`src/pkg/can_mode_pkg.sv`:
```
// Behaviour
// - host picks the mode with control bits 3 and 2; device adopts it
// - normal sends and receives; receive-only disables output stages, keeps receiving
// - receive-only keeps transmit blocked even with transmit data dominant
// - regulator, reset, fail-safe, sense, switch, serial on except sleep; watchdog also off under the undercurrent function
// - sleep switches the regulator off, removing application supply
// - low-line termination to regulator when active, to battery when low power
// - watchdog reset in normal or receive-only moves to stand-by
// - watchdog reset in stand-by leaves the device in stand-by
// - wake input or bus-line wake in sleep moves to stand-by
// - stand-by shows latched wake as low receive data; sleep holds it low
// - clear-bit high then low in two transfers clears the wake latch
// - stand-by to normal or receive-only clears the wake latch
// - fail-safe output high when watchdog served, low during any reset
// - stand-by watchdog runs at low current only without undercurrent function
// - stand-by fail-safe output low while undercurrent function is active
// - interrupt shows wake or sense warning; held low in sleep
// - active modes raise no wake interrupt; wake levels go to diagnosis
// - switch and cyclic sense only when selected; cyclic only in low power
// - supply-fail monitored always, readable only in stand-by
// - stand-by diagnosis latches clear on leaving stand-by
package can_mode_pkg;

  // register byte offsets, one 32-bit word each
  localparam logic [7:0] OFFSET_CONTROL = 8'h00;
  localparam logic [7:0] OFFSET_STATUS  = 8'h04;
  localparam logic [7:0] OFFSET_DIAG    = 8'h08;

  // control word field positions
  localparam int BIT_WDG_TRIGGER    = 0;
  localparam int BIT_WAKE_CLEAR     = 1;
  localparam int BIT_TRANSMIT_EN    = 2;
  localparam int BIT_NOT_STANDBY    = 3;
  localparam int BIT_CYCLIC_SENSE   = 4;
  localparam int BIT_HIGH_SIDE_ON   = 5;
  localparam int BIT_SET_FAIL_FLAG  = 6;
  localparam int BIT_UNDERCURRENT   = 7;
  localparam logic [7:0] CONTROL_RESET = 8'h00;

  // status register fields
  localparam int STATUS_MODE_LSB    = 0;
  localparam int STATUS_WAKE_LATCH  = 2;
  localparam int STATUS_CLEAR_ARMED = 3;

  // mode codes as reported in status
  localparam logic [1:0] CODE_SLEEP   = 2'h0;
  localparam logic [1:0] CODE_STANDBY = 2'h1;
  localparam logic [1:0] CODE_RX_ONLY = 2'h2;
  localparam logic [1:0] CODE_NORMAL  = 2'h3;

  // diagnosis word fields
  localparam int DIAG_VINT_FAIL = 0;
  localparam int DIAG_WAKE_ONE  = 2;
  localparam int DIAG_WAKE_TWO  = 3;

  // synchronised pin vector positions
  localparam int PIN_WAKE_ONE   = 0;
  localparam int PIN_WAKE_TWO   = 1;
  localparam int PIN_CANH_WAKE  = 2;
  localparam int PIN_CANL_WAKE  = 3;
  localparam int PIN_TX_DATA_N  = 4;
  localparam int PIN_BUS_RX_N   = 5;
  localparam int PIN_SENSE_N    = 6;
  localparam int PIN_VINT_FAIL  = 7;
  localparam int PIN_LOW_CURR   = 8;
  localparam int PIN_COUNT      = 9;

  // cyclic sense timing
  localparam int CLOCK_MHZ          = 100;
  localparam int CYCLIC_PERIOD_US   = 1000;
  localparam int CYCLIC_ON_US       = 10;
  localparam int CYCLIC_PERIOD_CYC  = CYCLIC_PERIOD_US * CLOCK_MHZ;
  localparam int CYCLIC_ON_CYC      = CYCLIC_ON_US * CLOCK_MHZ;

  typedef enum logic [1:0] {
    MODE_NORMAL,
    MODE_RX_ONLY,
    MODE_STANDBY,
    MODE_SLEEP
  } mode_e;

  // functional enables of the device
  typedef struct packed {
    logic regulator;
    logic reset_gen;
    logic watchdog;
    logic fail_safe;
    logic sense;
    logic high_side;
    logic serial;
    logic vint_monitor;
  } power_s;

  // termination switch positions
  typedef struct packed {
    logic low_line_to_vcc;
    logic low_line_to_battery;
    logic high_line_to_ground;
  } termination_s;

endpackage

```
`src/verilog/pin_sync.sv`:
```
// two-stage synchroniser with edge detect on the settled value
module pin_sync #(
  parameter int WIDTH = 1
) (
  input  wire logic             clock,
  input  wire logic             rstn,
  input  wire logic [WIDTH-1:0] d,
  output logic      [WIDTH-1:0] q,
  output logic      [WIDTH-1:0] rise,
  output logic      [WIDTH-1:0] fall
);

  logic [WIDTH-1:0] meta;
  logic [WIDTH-1:0] last;

  // stage one is read only by stage two
  always_ff @(posedge clock or negedge rstn)
  begin
    if (!rstn)
    begin
      meta <= '0;
      q    <= '0;
      last <= '0;
    end
    else
    begin
      meta <= d;
      q    <= meta;
      last <= q;
    end
  end

  assign rise = q & ~last;
  assign fall = ~q & last;

endmodule

```
`src/verilog/can_node_mode_controller.sv`:
```
// operating mode controller; control word arrives as a wishbone write
module can_node_mode_controller #(
  parameter int CYCLIC_PERIOD = can_mode_pkg::CYCLIC_PERIOD_CYC,
  parameter int CYCLIC_ON     = can_mode_pkg::CYCLIC_ON_CYC
) (
  input  wire logic                       clock,
  input  wire logic                       rstn,
  // wishbone classic slave
  input  wire logic                       wb_cyc_i,
  input  wire logic                       wb_stb_i,
  input  wire logic                       wb_we_i,
  input  wire logic [7:0]                 wb_adr_i,
  input  wire logic [3:0]                 wb_sel_i,
  input  wire logic [31:0]                wb_dat_i,
  output logic      [31:0]                wb_dat_o,
  output logic                            wb_ack_o,
  // pins, asynchronous to clock
  input  wire logic                       wake_input_one,
  input  wire logic                       wake_input_two,
  input  wire logic                       canh_wake,
  input  wire logic                       canl_wake,
  input  wire logic                       tx_data_n,
  input  wire logic                       bus_rx_n,
  input  wire logic                       sense_warn_n,
  input  wire logic                       vint_fail,
  input  wire logic                       low_vcc_current,
  // from watchdog and reset logic on this clock
  input  wire logic                       watchdog_reset,
  input  wire logic                       reset_active,
  // outputs
  output logic                            bus_tx_n,
  output logic                            rx_data_out,
  output logic                            interrupt_out_n,
  output logic                            fail_safe_out_n,
  output logic                            high_side_out,
  output logic                            transmit_enable,
  output logic                            receive_enable,
  output can_mode_pkg::power_s            power,
  output can_mode_pkg::termination_s      termination
);

  logic [can_mode_pkg::PIN_COUNT-1:0] pin_raw;
  logic [can_mode_pkg::PIN_COUNT-1:0] pin_s;
  logic [can_mode_pkg::PIN_COUNT-1:0] pin_rise;
  logic [can_mode_pkg::PIN_COUNT-1:0] pin_fall;

  can_mode_pkg::mode_e mode;
  can_mode_pkg::mode_e next_mode;
  logic [7:0]          control;
  logic [7:0]          next_control;
  logic                wake_latch;
  logic                next_wake_latch;
  logic                clear_armed;
  logic                next_clear_armed;
  logic                vint_latch;
  logic                next_vint_latch;
  logic [1:0]          wake_src;
  logic [1:0]          next_wake_src;

  logic                wb_ack;
  logic                next_wb_ack;
  logic [31:0]         wb_rdata;
  logic [31:0]         next_wb_rdata;

  logic [31:0]         cyc_count;
  logic [31:0]         next_cyc_count;

  logic                ctrl_write;
  logic                wake_event;
  logic [1:0]          wake_pins;
  logic                low_power;
  logic                awake;
  logic                undercurrent;
  logic                cyc_on;
  logic                leave_standby;
  logic [7:0]          diag_word;
  logic [1:0]          mode_code;

  // every pin passes two flops before use
  assign pin_raw = {low_vcc_current, vint_fail, sense_warn_n, bus_rx_n, tx_data_n,
                    canl_wake, canh_wake, wake_input_two, wake_input_one};

  pin_sync #(
    .WIDTH (can_mode_pkg::PIN_COUNT)
  ) u_pin_sync (
    .clock (clock),
    .rstn  (rstn),
    .d     (pin_raw),
    .q     (pin_s),
    .rise  (pin_rise),
    .fall  (pin_fall)
  );

  // wake inputs idle high and wake on a falling edge; bus wake detect pulses high
  assign wake_pins  = {pin_fall[can_mode_pkg::PIN_WAKE_TWO],
                       pin_fall[can_mode_pkg::PIN_WAKE_ONE]};
  assign wake_event = (|wake_pins)
                    | pin_rise[can_mode_pkg::PIN_CANH_WAKE]
                    | pin_rise[can_mode_pkg::PIN_CANL_WAKE];

  assign low_power = (mode == can_mode_pkg::MODE_STANDBY) ||
                     (mode == can_mode_pkg::MODE_SLEEP);
  assign awake     = (mode != can_mode_pkg::MODE_SLEEP);

  // undercurrent function only counts in stand-by with a low regulator load
  assign undercurrent = (mode == can_mode_pkg::MODE_STANDBY)
                      & control[can_mode_pkg::BIT_UNDERCURRENT]
                      & pin_s[can_mode_pkg::PIN_LOW_CURR];

  // a write takes effect at the edge where the master sees ack; serial port is off in sleep
  assign ctrl_write = wb_cyc_i & wb_stb_i & wb_we_i & wb_ack & wb_sel_i[0]
                    & (wb_adr_i == can_mode_pkg::OFFSET_CONTROL) & awake;

  // mode, control word and latches
  always_comb
  begin
    next_mode        = mode;
    next_control     = control;
    next_wake_latch  = wake_latch;
    next_clear_armed = clear_armed;
    next_vint_latch  = vint_latch;
    next_wake_src    = wake_src;
    leave_standby    = 1'b0;

    if (ctrl_write)
    begin
      next_control = wb_dat_i[7:0];
      // decode of the two mode bits
      case ({wb_dat_i[can_mode_pkg::BIT_NOT_STANDBY], wb_dat_i[can_mode_pkg::BIT_TRANSMIT_EN]})
        2'h3:    next_mode = can_mode_pkg::MODE_NORMAL;
        2'h2:    next_mode = can_mode_pkg::MODE_RX_ONLY;
        2'h1:    next_mode = can_mode_pkg::MODE_STANDBY;
        default: next_mode = can_mode_pkg::MODE_SLEEP;
      endcase
      // clear sequence: a high write arms, the next low write clears
      if (wb_dat_i[can_mode_pkg::BIT_WAKE_CLEAR])
      begin
        next_clear_armed = 1'b1;
      end
      else if (clear_armed)
      begin
        next_clear_armed = 1'b0;
        next_wake_latch  = 1'b0;
      end
    end

    // a pending wake blocks sleep so the event is not swallowed
    if ((next_mode == can_mode_pkg::MODE_SLEEP) && next_wake_latch)
    begin
      next_mode = can_mode_pkg::MODE_STANDBY;
    end

    // watchdog reset overrides any command in the same cycle
    if (watchdog_reset && awake)
    begin
      next_mode = can_mode_pkg::MODE_STANDBY;
    end

    if ((mode == can_mode_pkg::MODE_STANDBY) &&
        ((next_mode == can_mode_pkg::MODE_NORMAL) ||
         (next_mode == can_mode_pkg::MODE_RX_ONLY)))
    begin
      next_wake_latch = 1'b0;
    end

    if ((mode == can_mode_pkg::MODE_STANDBY) && (next_mode != can_mode_pkg::MODE_STANDBY))
    begin
      leave_standby = 1'b1;
    end
    if (leave_standby)
    begin
      next_vint_latch = 1'b0;
      next_wake_src   = 2'h0;
    end

    // supply fail is watched in every mode; set wins over the leave clear
    if (pin_s[can_mode_pkg::PIN_VINT_FAIL] ||
        (ctrl_write && wb_dat_i[can_mode_pkg::BIT_SET_FAIL_FLAG]))
    begin
      next_vint_latch = 1'b1;
    end

    // wakes latch only in low power; active modes just report levels
    if (wake_event && low_power)
    begin
      next_wake_latch = 1'b1;
      next_wake_src   = wake_src | wake_pins;
      if (mode == can_mode_pkg::MODE_SLEEP)
      begin
        next_mode = can_mode_pkg::MODE_STANDBY;
      end
    end
  end

  // power-on lands in stand-by with everything cleared
  always_ff @(posedge clock or negedge rstn)
  begin
    if (!rstn)
    begin
      mode        <= can_mode_pkg::MODE_STANDBY;
      control     <= can_mode_pkg::CONTROL_RESET;
      wake_latch  <= 1'b0;
      clear_armed <= 1'b0;
      vint_latch  <= 1'b0;
      wake_src    <= 2'h0;
    end
    else
    begin
      mode        <= next_mode;
      control     <= next_control;
      wake_latch  <= next_wake_latch;
      clear_armed <= next_clear_armed;
      vint_latch  <= next_vint_latch;
      wake_src    <= next_wake_src;
    end
  end

  // free-running cyclic sense timer, only honoured in low power
  always_comb
  begin
    if (cyc_count >= (CYCLIC_PERIOD - 1))
    begin
      next_cyc_count = 32'h0;
    end
    else
    begin
      next_cyc_count = cyc_count + 32'h1;
    end
  end

  always_ff @(posedge clock or negedge rstn)
  begin
    if (!rstn)
    begin
      cyc_count <= 32'h0;
    end
    else
    begin
      cyc_count <= next_cyc_count;
    end
  end

  assign cyc_on = (cyc_count < CYCLIC_ON);

  // status and diagnosis views
  always_comb
  begin
    case (mode)
      can_mode_pkg::MODE_NORMAL:  mode_code = can_mode_pkg::CODE_NORMAL;
      can_mode_pkg::MODE_RX_ONLY: mode_code = can_mode_pkg::CODE_RX_ONLY;
      can_mode_pkg::MODE_STANDBY: mode_code = can_mode_pkg::CODE_STANDBY;
      default:                    mode_code = can_mode_pkg::CODE_SLEEP;
    endcase
    diag_word = 8'h00;
    if (mode == can_mode_pkg::MODE_STANDBY)
    begin
      diag_word[can_mode_pkg::DIAG_VINT_FAIL] = vint_latch;
      diag_word[can_mode_pkg::DIAG_WAKE_ONE]  = wake_src[0];
      diag_word[can_mode_pkg::DIAG_WAKE_TWO]  = wake_src[1];
    end
    else if (!low_power)
    begin
      diag_word[can_mode_pkg::DIAG_WAKE_ONE] = pin_s[can_mode_pkg::PIN_WAKE_ONE];
      diag_word[can_mode_pkg::DIAG_WAKE_TWO] = pin_s[can_mode_pkg::PIN_WAKE_TWO];
    end
  end

  // bus slave: ack one cycle after the strobe, dropped the cycle after
  always_comb
  begin
    next_wb_ack   = wb_cyc_i & wb_stb_i & ~wb_ack;
    next_wb_rdata = 32'h0;
    if (wb_cyc_i && wb_stb_i && !wb_ack)
    begin
      case (wb_adr_i)
        can_mode_pkg::OFFSET_CONTROL: next_wb_rdata = {24'h0, control};
        can_mode_pkg::OFFSET_STATUS:
        begin
          next_wb_rdata[can_mode_pkg::STATUS_MODE_LSB +: 2] = mode_code;
          next_wb_rdata[can_mode_pkg::STATUS_WAKE_LATCH]    = wake_latch;
          next_wb_rdata[can_mode_pkg::STATUS_CLEAR_ARMED]   = clear_armed;
        end
        can_mode_pkg::OFFSET_DIAG:    next_wb_rdata = {24'h0, diag_word};
        default:                      next_wb_rdata = 32'h0;
      endcase
    end
    else if (wb_ack)
    begin
      next_wb_rdata = wb_rdata;
    end
  end

  always_ff @(posedge clock or negedge rstn)
  begin
    if (!rstn)
    begin
      wb_ack   <= 1'b0;
      wb_rdata <= 32'h0;
    end
    else
    begin
      wb_ack   <= next_wb_ack;
      wb_rdata <= next_wb_rdata;
    end
  end

  assign wb_ack_o = wb_ack;
  assign wb_dat_o = wb_rdata;

  // pin and enable outputs, registered so they settle one cycle after the mode
  logic                      next_bus_tx_n;
  logic                      next_rx_data_out;
  logic                      next_interrupt_out_n;
  logic                      next_fail_safe_out_n;
  logic                      next_high_side_out;
  logic                      next_transmit_enable;
  logic                      next_receive_enable;
  can_mode_pkg::power_s      next_power;
  can_mode_pkg::termination_s next_termination;

  always_comb
  begin
    next_transmit_enable = (mode == can_mode_pkg::MODE_NORMAL);
    next_receive_enable  = !low_power;
    // transmit data reaches the bus only in normal mode
    next_bus_tx_n = next_transmit_enable ? pin_s[can_mode_pkg::PIN_TX_DATA_N] : 1'b1;

    case (mode)
      can_mode_pkg::MODE_STANDBY: next_rx_data_out = ~wake_latch;
      can_mode_pkg::MODE_SLEEP:   next_rx_data_out = 1'b0;
      default:                    next_rx_data_out = pin_s[can_mode_pkg::PIN_BUS_RX_N];
    endcase

    // wake only interrupts in stand-by; sense warning in every awake mode
    case (mode)
      can_mode_pkg::MODE_SLEEP:   next_interrupt_out_n = 1'b0;
      can_mode_pkg::MODE_STANDBY:
        next_interrupt_out_n = ~(wake_latch | ~pin_s[can_mode_pkg::PIN_SENSE_N]);
      default: next_interrupt_out_n = pin_s[can_mode_pkg::PIN_SENSE_N];
    endcase

    // low in reset, in sleep, and under the undercurrent function
    next_fail_safe_out_n = awake & ~reset_active & ~undercurrent;

    next_high_side_out = (control[can_mode_pkg::BIT_HIGH_SIDE_ON] & awake)
                       | (control[can_mode_pkg::BIT_CYCLIC_SENSE] & low_power & cyc_on);

    next_power.regulator    = awake;
    next_power.reset_gen    = awake;
    next_power.watchdog     = awake & ~undercurrent;
    next_power.fail_safe    = awake;
    next_power.sense        = awake;
    next_power.high_side    = awake;
    next_power.serial       = awake;
    next_power.vint_monitor = 1'b1;

    next_termination.low_line_to_vcc     = !low_power;
    next_termination.low_line_to_battery = low_power;
    next_termination.high_line_to_ground = 1'b1;
  end

  always_ff @(posedge clock or negedge rstn)
  begin
    if (!rstn)
    begin
      bus_tx_n        <= 1'b1;
      rx_data_out     <= 1'b1;
      interrupt_out_n <= 1'b1;
      fail_safe_out_n <= 1'b0;
      high_side_out   <= 1'b0;
      transmit_enable <= 1'b0;
      receive_enable  <= 1'b0;
      power           <= '0;
      termination     <= '0;
    end
    else
    begin
      bus_tx_n        <= next_bus_tx_n;
      rx_data_out     <= next_rx_data_out;
      interrupt_out_n <= next_interrupt_out_n;
      fail_safe_out_n <= next_fail_safe_out_n;
      high_side_out   <= next_high_side_out;
      transmit_enable <= next_transmit_enable;
      receive_enable  <= next_receive_enable;
      power           <= next_power;
      termination     <= next_termination;
    end
  end

endmodule

```
`config.mk`:
```
export PLATFORM = sky130hd
export DESIGN_NAME = can_node_mode_controller
export DESIGN_NICKNAME = d
export VERILOG_FILES = /design/src/pkg/can_mode_pkg.sv /design/src/verilog/pin_sync.sv /design/src/verilog/can_node_mode_controller.sv
export SDC_FILE = /design/constraint.sdc
export NUM_CORES = 1
export LEC_CHECK = 0
export BUFFER_PORTS_ARGS = -buffer_cell sky130_fd_sc_hd__buf_4
export CAP_MARGIN = 25
export CORE_MARGIN = 2
export CORE_UTILIZATION = 51
export DETAILED_ROUTE_END_ITERATION = 16
export HOLD_SLACK_MARGIN = 0.15
export PLACE_DENSITY = 0.84
export SKIP_CTS_REPAIR_TIMING = 1
export SYNTH_ARGS = -nofsm -noshare
export SYNTH_HDL_FRONTEND = slang
export SYNTH_SLANG_ARGS = --single-unit
```
`constraint.sdc`:
```
create_clock -name clock -period 2.4 [get_ports clock]
set_input_delay 0.48 -clock clock [delete_from_list [all_inputs] [get_ports clock]]
set_output_delay 0.48 -clock clock [all_outputs]
set_load 0.02 [all_outputs]
```
# After elaboration in Yosys (flattened, before gate mapping)
# Cells that the tools add are included.
# op_classes
muxes	29
addsub	1
magnitude_cmp	2
n_bitwise	30
eq_ne	13
reduce_logical	19
# op_table
cell	n
32-bit two-way mux	3
32-bit by 1-bit adder with 32-bit output, second input constant	1
32-bit by 17-bit greater-or-equal comparator with 1-bit output, second input constant	1
32-bit by 10-bit < comparator with 1-bit output, second input constant	1
2-bit two-way mux	9
1-bit AND	15
2-bit one-hot mux with 3 select lines	2
4-bit one-hot mux with 3 select lines	1
1-bit two-way mux	11
2-bit equality test, second input constant	5
8-bit by 3-bit equality test with 1-bit output, second input constant	1
8-bit by 4-bit equality test with 1-bit output, second input constant	1
1-bit logical AND	8
8-bit logical NOT	1
2-bit by 1-bit equality test with 1-bit output, second input constant	3
1-bit inverter	6
4-bit AND	1
2-bit logical NOT	2
4-bit two-way mux	1
2-bit != test, second input constant	2
4-bit inverter	1
1-bit bitwise OR	4
1-bit one-hot mux with 2 select lines	2
2-bit nonzero test	2
other kinds (7)	10
# word_totals
register_bits	113
inputBits	60
output_inout_bits	51

# Longest topological paths before layout
# depth
ltp_word	16
mapped_depth	7
mapped_depth_nobuf	5

# By module
# From an unflattened synthesis, not the netlist that was laid out.
# hier_totals
cells_unflattened	308
hier_area_um2	3911.3
# by_module_without_submodules
module	cells_per_inst	area_each_um2	instances
can_node_mode_controller	263	3078.0	1
pin_sync	45	833.3	1

# Worst setup path after synthesis
# No wires, ideal clock.
# synth_path
path_type	input port to flip-flop
start	input wb_adr_i[2]
end	register vint_latch
setup_slack_ps	603
t_required_ps	2276
n_path_buf	2
arrival_ps	1673
path_stages	6
cell_sequence	clkbuf_1 a211oi_1 and4_1 buf_2 o211ai_1 a211o_1
# synth_between
elab_chain_cells	12
elab_cells_between_ends	16
classes_between	eq/ne (2); mux (6); bitwise (2); reduce/logical (6)
# synth_rtl
item	line_no	text
start: declaration	can_node_mode_controller.sv:12	input wire logic [7:0] wb_adr_i,
8-bit logical NOT (*)	can_node_mode_controller.sv:112	& (wb_adr_i == can_mode_pkg::OFFSET_CONTROL) & awake;
1-bit AND (*) (2 in series)	can_node_mode_controller.sv:112	
2-bit two-way mux	can_node_mode_controller.sv:125	if (ctrl_write)
2-bit equality test	can_node_mode_controller.sv:148	if ((next_mode == can_mode_pkg::MODE_SLEEP) && next_wake_latch)
1-bit logical AND	can_node_mode_controller.sv:148	
2-bit two-way mux	can_node_mode_controller.sv:148	
2-bit two-way mux	can_node_mode_controller.sv:154	if (watchdog_reset && awake)
2-bit != test	can_node_mode_controller.sv:166	if ((mode == can_mode_pkg::MODE_STANDBY) && (next_mode != can_mode_pkg::MODE_STANDBY))
1-bit logical AND	can_node_mode_controller.sv:166	
1-bit two-way mux	can_node_mode_controller.sv:166	
2-bit nonzero test (no line)	n/a	
end signal: assignment	can_node_mode_controller.sv:213	vint_latch <= next_vint_latch;
end: declaration	can_node_mode_controller.sv:55	logic vint_latch;
# Mark *: on every way between the ends. The rest lies on a longest branch, timed or not.
# A chain may end at the register's enable or synchronous reset.

# Worst setup path after layout
# layout_path
start	register cyc_count[21]
end	register high_side_out
# layout_between
elab_chain_cells	3
# layout_rtl
item	line_no	text
start: declaration	can_node_mode_controller.sv:65	logic [31:0] cyc_count;
start signal: assignment	can_node_mode_controller.sv:239	cyc_count <= next_cyc_count;
32-bit by 10-bit < comparator with 1-bit output	can_node_mode_controller.sv:243	assign cyc_on = (cyc_count < CYCLIC_ON);
1-bit AND	can_node_mode_controller.sv:346	| (control[can_mode_pkg::BIT_CYCLIC_SENSE] & low_power & cyc_on);
1-bit bitwise OR	can_node_mode_controller.sv:346	
via next_high_side_out	can_node_mode_controller.sv:315	logic next_high_side_out;
end signal: assignment	can_node_mode_controller.sv:382	high_side_out <= next_high_side_out;
end: declaration	can_node_mode_controller.sv:35	output logic high_side_out,
# The timed path passes the listed nets, and every way through them passes these cells.

==> flow_summary.yaml <==
critical_path:
  cp_num_buf_inv: 0
  cp-end-kind: "flop"
  arrival_ns: 2.29
  max_stage_delay_ns: 0.54
  critical_path_class: "reg -> reg"
  cp_top_family: "simple AND/OR/NAND/NOR gates"
  start_kind: "flop"
  r2r_cells: 4
  cp.required_ns: 2.65
  worstPathMaxFanout: 18
  cp.depth: 4
  cp_slowest_cell: "or4_4"
  path_cells: "or4_4 > nor4_4 > nand3_2 > o31ai_1"
cts:
  clock_sinks: 88
  numCtsBuffers: 9
  cts-htree-levels: 3
  tritoncts: "built"
  clkTransAtPathRegs_ns: 0.10
  clockBufferDepth: 2
  ctsRootBufferMaster: "clkbuf_8"
  clk_latency_ns: 0.36
global_routing:
  grt_usage: 0.184
  antenna_found_initial: 0
  overflow: 0
  grt_pass1_vias: 2365
  grt_pass1_wl_um: 11000
  grt_start_max_net_pins: 44
synthesis:
  synth_edf_count: 0
  synth_top_area_cell: "dfrtp_1"
  yosys.cell_types.count: 53
  async_flop_share: 1.00
  synthCells: 296
  yosysSeqAreaShare: 0.605
  synth_top_area_share: 0.576
  ys_dominant_reg_cell: "dfrtp_1"
  synth_area_leaders: "dfrtp_1 (58%), buf_4 (6.4%), dfstp_2 (2.9%), nor3_2 (2.7%), mux2_2 (2.5%)"
  yosys.cell_count.top_type: "dfrtp_1"
  ys_ff_latch: 88
  synth_common_cells: "dfrtp_1 (84), buf_4 (31), nand2_1 (17), nor3_2 (10)"
  syn_area_um2: 3650
  syn_avg_cell_area_um2: 12.3
  synth_warnings: 0
placement:
  placement.io_buffers: 59
  place.gp.congestion: 0.883
  placed_cells: 453
  dp_hpwl_um: 4750
timing:
  skew_ns: 0.0117
  finalHoldViolations: 0
  fin_crit_ns: 2.04
  tns_ns: 0
  hold_ws_ns: 0.219
  slew_violations: 0
  max_freq_mhz: 491
  finalSetupViolations: 0
  grt_setup_unrepaired: "false"
  period_share: 0.849
  tightest_slew_ns: 0.593
  relSlewSlack: 0.601
pwr:
  vdd_ir_drop_max_v: 0.000556
  static-leakage-power_uw: 0.00201
  cellPowerDensity_nw_per_um2: 620
finish:
  nets: 430
  seq_area_um2: 2210
  n_fill_cell: 540
  syn_to_final_growth_pct: 18.4
  antenna_cells: 0
  multi_input_comb_area_um2: 1250
  drive_gt1_frac: 0.294
  stdcell_count: 470
detailed_routing:
  totalWireLength_um: 6550
  routed_via_density: 5.01
  postRouteAntennaNets: 0
  dr.first_iter.drc_count: 172
  via_count: 2355
  drt-pass1-iter-count: 4
  drcViolationCount: 0
  wl_per_cell_um: 13.9
floorplan:
  ios: 111
  core_area_um2: 6870
  start_util: 0.531
  die-area_um2: 7840
  fp-row-count: 30
  die_w_um: 88.6
  die-height_um: 88.6
job:
  cap_violations: 0
min_path:
  hold_depth: 1
  hold_class: "in -> reg"
status:
  outcome: "complete, no violations"
placed cells by master (no fill, tap or decap), types with 2 or more instances in the layout:
cell type | Yosys | layout
a311oi_1 | 2 | 2
a22o_1 | 5 | 5
a31oi_1 | 2 | 2
buf_4 | 31 | 65
nand4_1 | 6 | 6
a21o_1 | 2 | 2
mux2_2 | 8 | 8
inv_1 | 6 | 6
nor3_2 | 10 | 10
a211oi_1 | 3 | 3
dfstp_2 | 4 | 4
xnor2_1 | 9 | 9
a21oi_1 | 6 | 6
nand3_1 | 6 | 6
nand2b_1 | 7 | 7
dfrtp_1 | 84 | 84
xor2_1 | 5 | 5
nor4_1 | 8 | 8
nor2_1 | 9 | 9
and3_1 | 2 | 2
or3_1 | 2 | 2
o31ai_1 | 2 | 2
nand2_1 | 17 | 17
o21ai_0 | 8 | 8
nand3b_1 | 3 | 3
nor2b_1 | 2 | 2
nor3b_1 | 2 | 2
nor3_1 | 9 | 9
inv_8 | 0 | 4
and4_1 | 3 | 3
conb_1 | 2 | 40
clkbuf_8 | 0 | 9
state kept, by name, indices dropped and copies added, names as in the netlist:
register and cells:
u_pin_sync.q 9, rx_data_out 1, interrupt_out_n 1, transmit_enable 1, u_pin_sync.meta 9, control 8
fail_safe_out_n 1, vint_latch 1, wake_src 2, wake_latch 1, cyc_count 32, u_pin_sync.last 4
wb_dat_o 8, high_side_out 1, wb_ack_o 1, bus_tx_n 1, power 2, mode 2
termination 3
where the power goes:
group	total [uW]	internal [uW]	switching, uW
clock	990	410	580
sequential	1530	1520	15.0
combinational	154	56.7	97.6
total	2680	1980	693
stage by stage:
step	util	power, uW	cell area [um^2]	worst slack, ns
global route	0.628	2790	4320	0.247
CTS	0.627	2700	4310	0.360
floorplan	-	1650	3790	0.603
detailed placement	0.599	1710	4110	0.343
global placement	0.599	1710	4110	0.363
finish	0.628	2680	4320	0.362
path summary, 6_finish.rpt:
| path | from | end | slack, ns |
|---|---|---|---|
| worst min-delay path | wake_input_one | u_pin_sync.meta[0] | 0.22 |
| worst min register to register | u_pin_sync.meta[0] | u_pin_sync.q[0] | 0.36 |
| max in group asynchronous | rstn | mode[1] | 1.12 |
| min in group asynchronous | rstn | u_pin_sync.q[2] | 0.66 |
| worst max register to register | cyc_count[21] | high_side_out | 0.36 |
| worst max-delay path | cyc_count[21] | high_side_out | 0.36 |
metal layers:
metal / track usage / wire [um] / up-vias
li1: - / - / 1110
met5: 0 / 0 / -
met2: 0.300 / 3240 / 87
met1: 0.241 / 2810 / 1147
met4: 0.0771 / 108 / 0
met3: 0.0382 / 388 / 11
cells by family (layout without fill, tap and decap cells):
family / Yosys count / count (layout) / synth area share
multiplexers: 9 / 9 / 0.0274
XOR/XNOR: 14 / 14 / 0.0336
other: 2 / 40 / 0.00206
AO/OA/AOI/OAI: 39 / 39 / 0.0755
AND/OR/NAND/NOR: 94 / 94 / 0.163
buffers and inverters: 49 / 89 / 0.0899
flip-flops: 88 / 88 / 0.605
adder cells (fa/ha/maj): 1 / 1 / 0.00343
final cells by class:
class | count | share of cell area
well taps | 96 | 0.0278
clock inverters | 7 | 0.0162
clock buffers | 9 | 0.0287
inverters | 6 | 0.00522
flip-flops and latches | 88 | 0.511
multi-input cells | 197 | 0.291
repair buffers | 67 | 0.120
No activity file was read; power rests on OpenSTA's default activity.
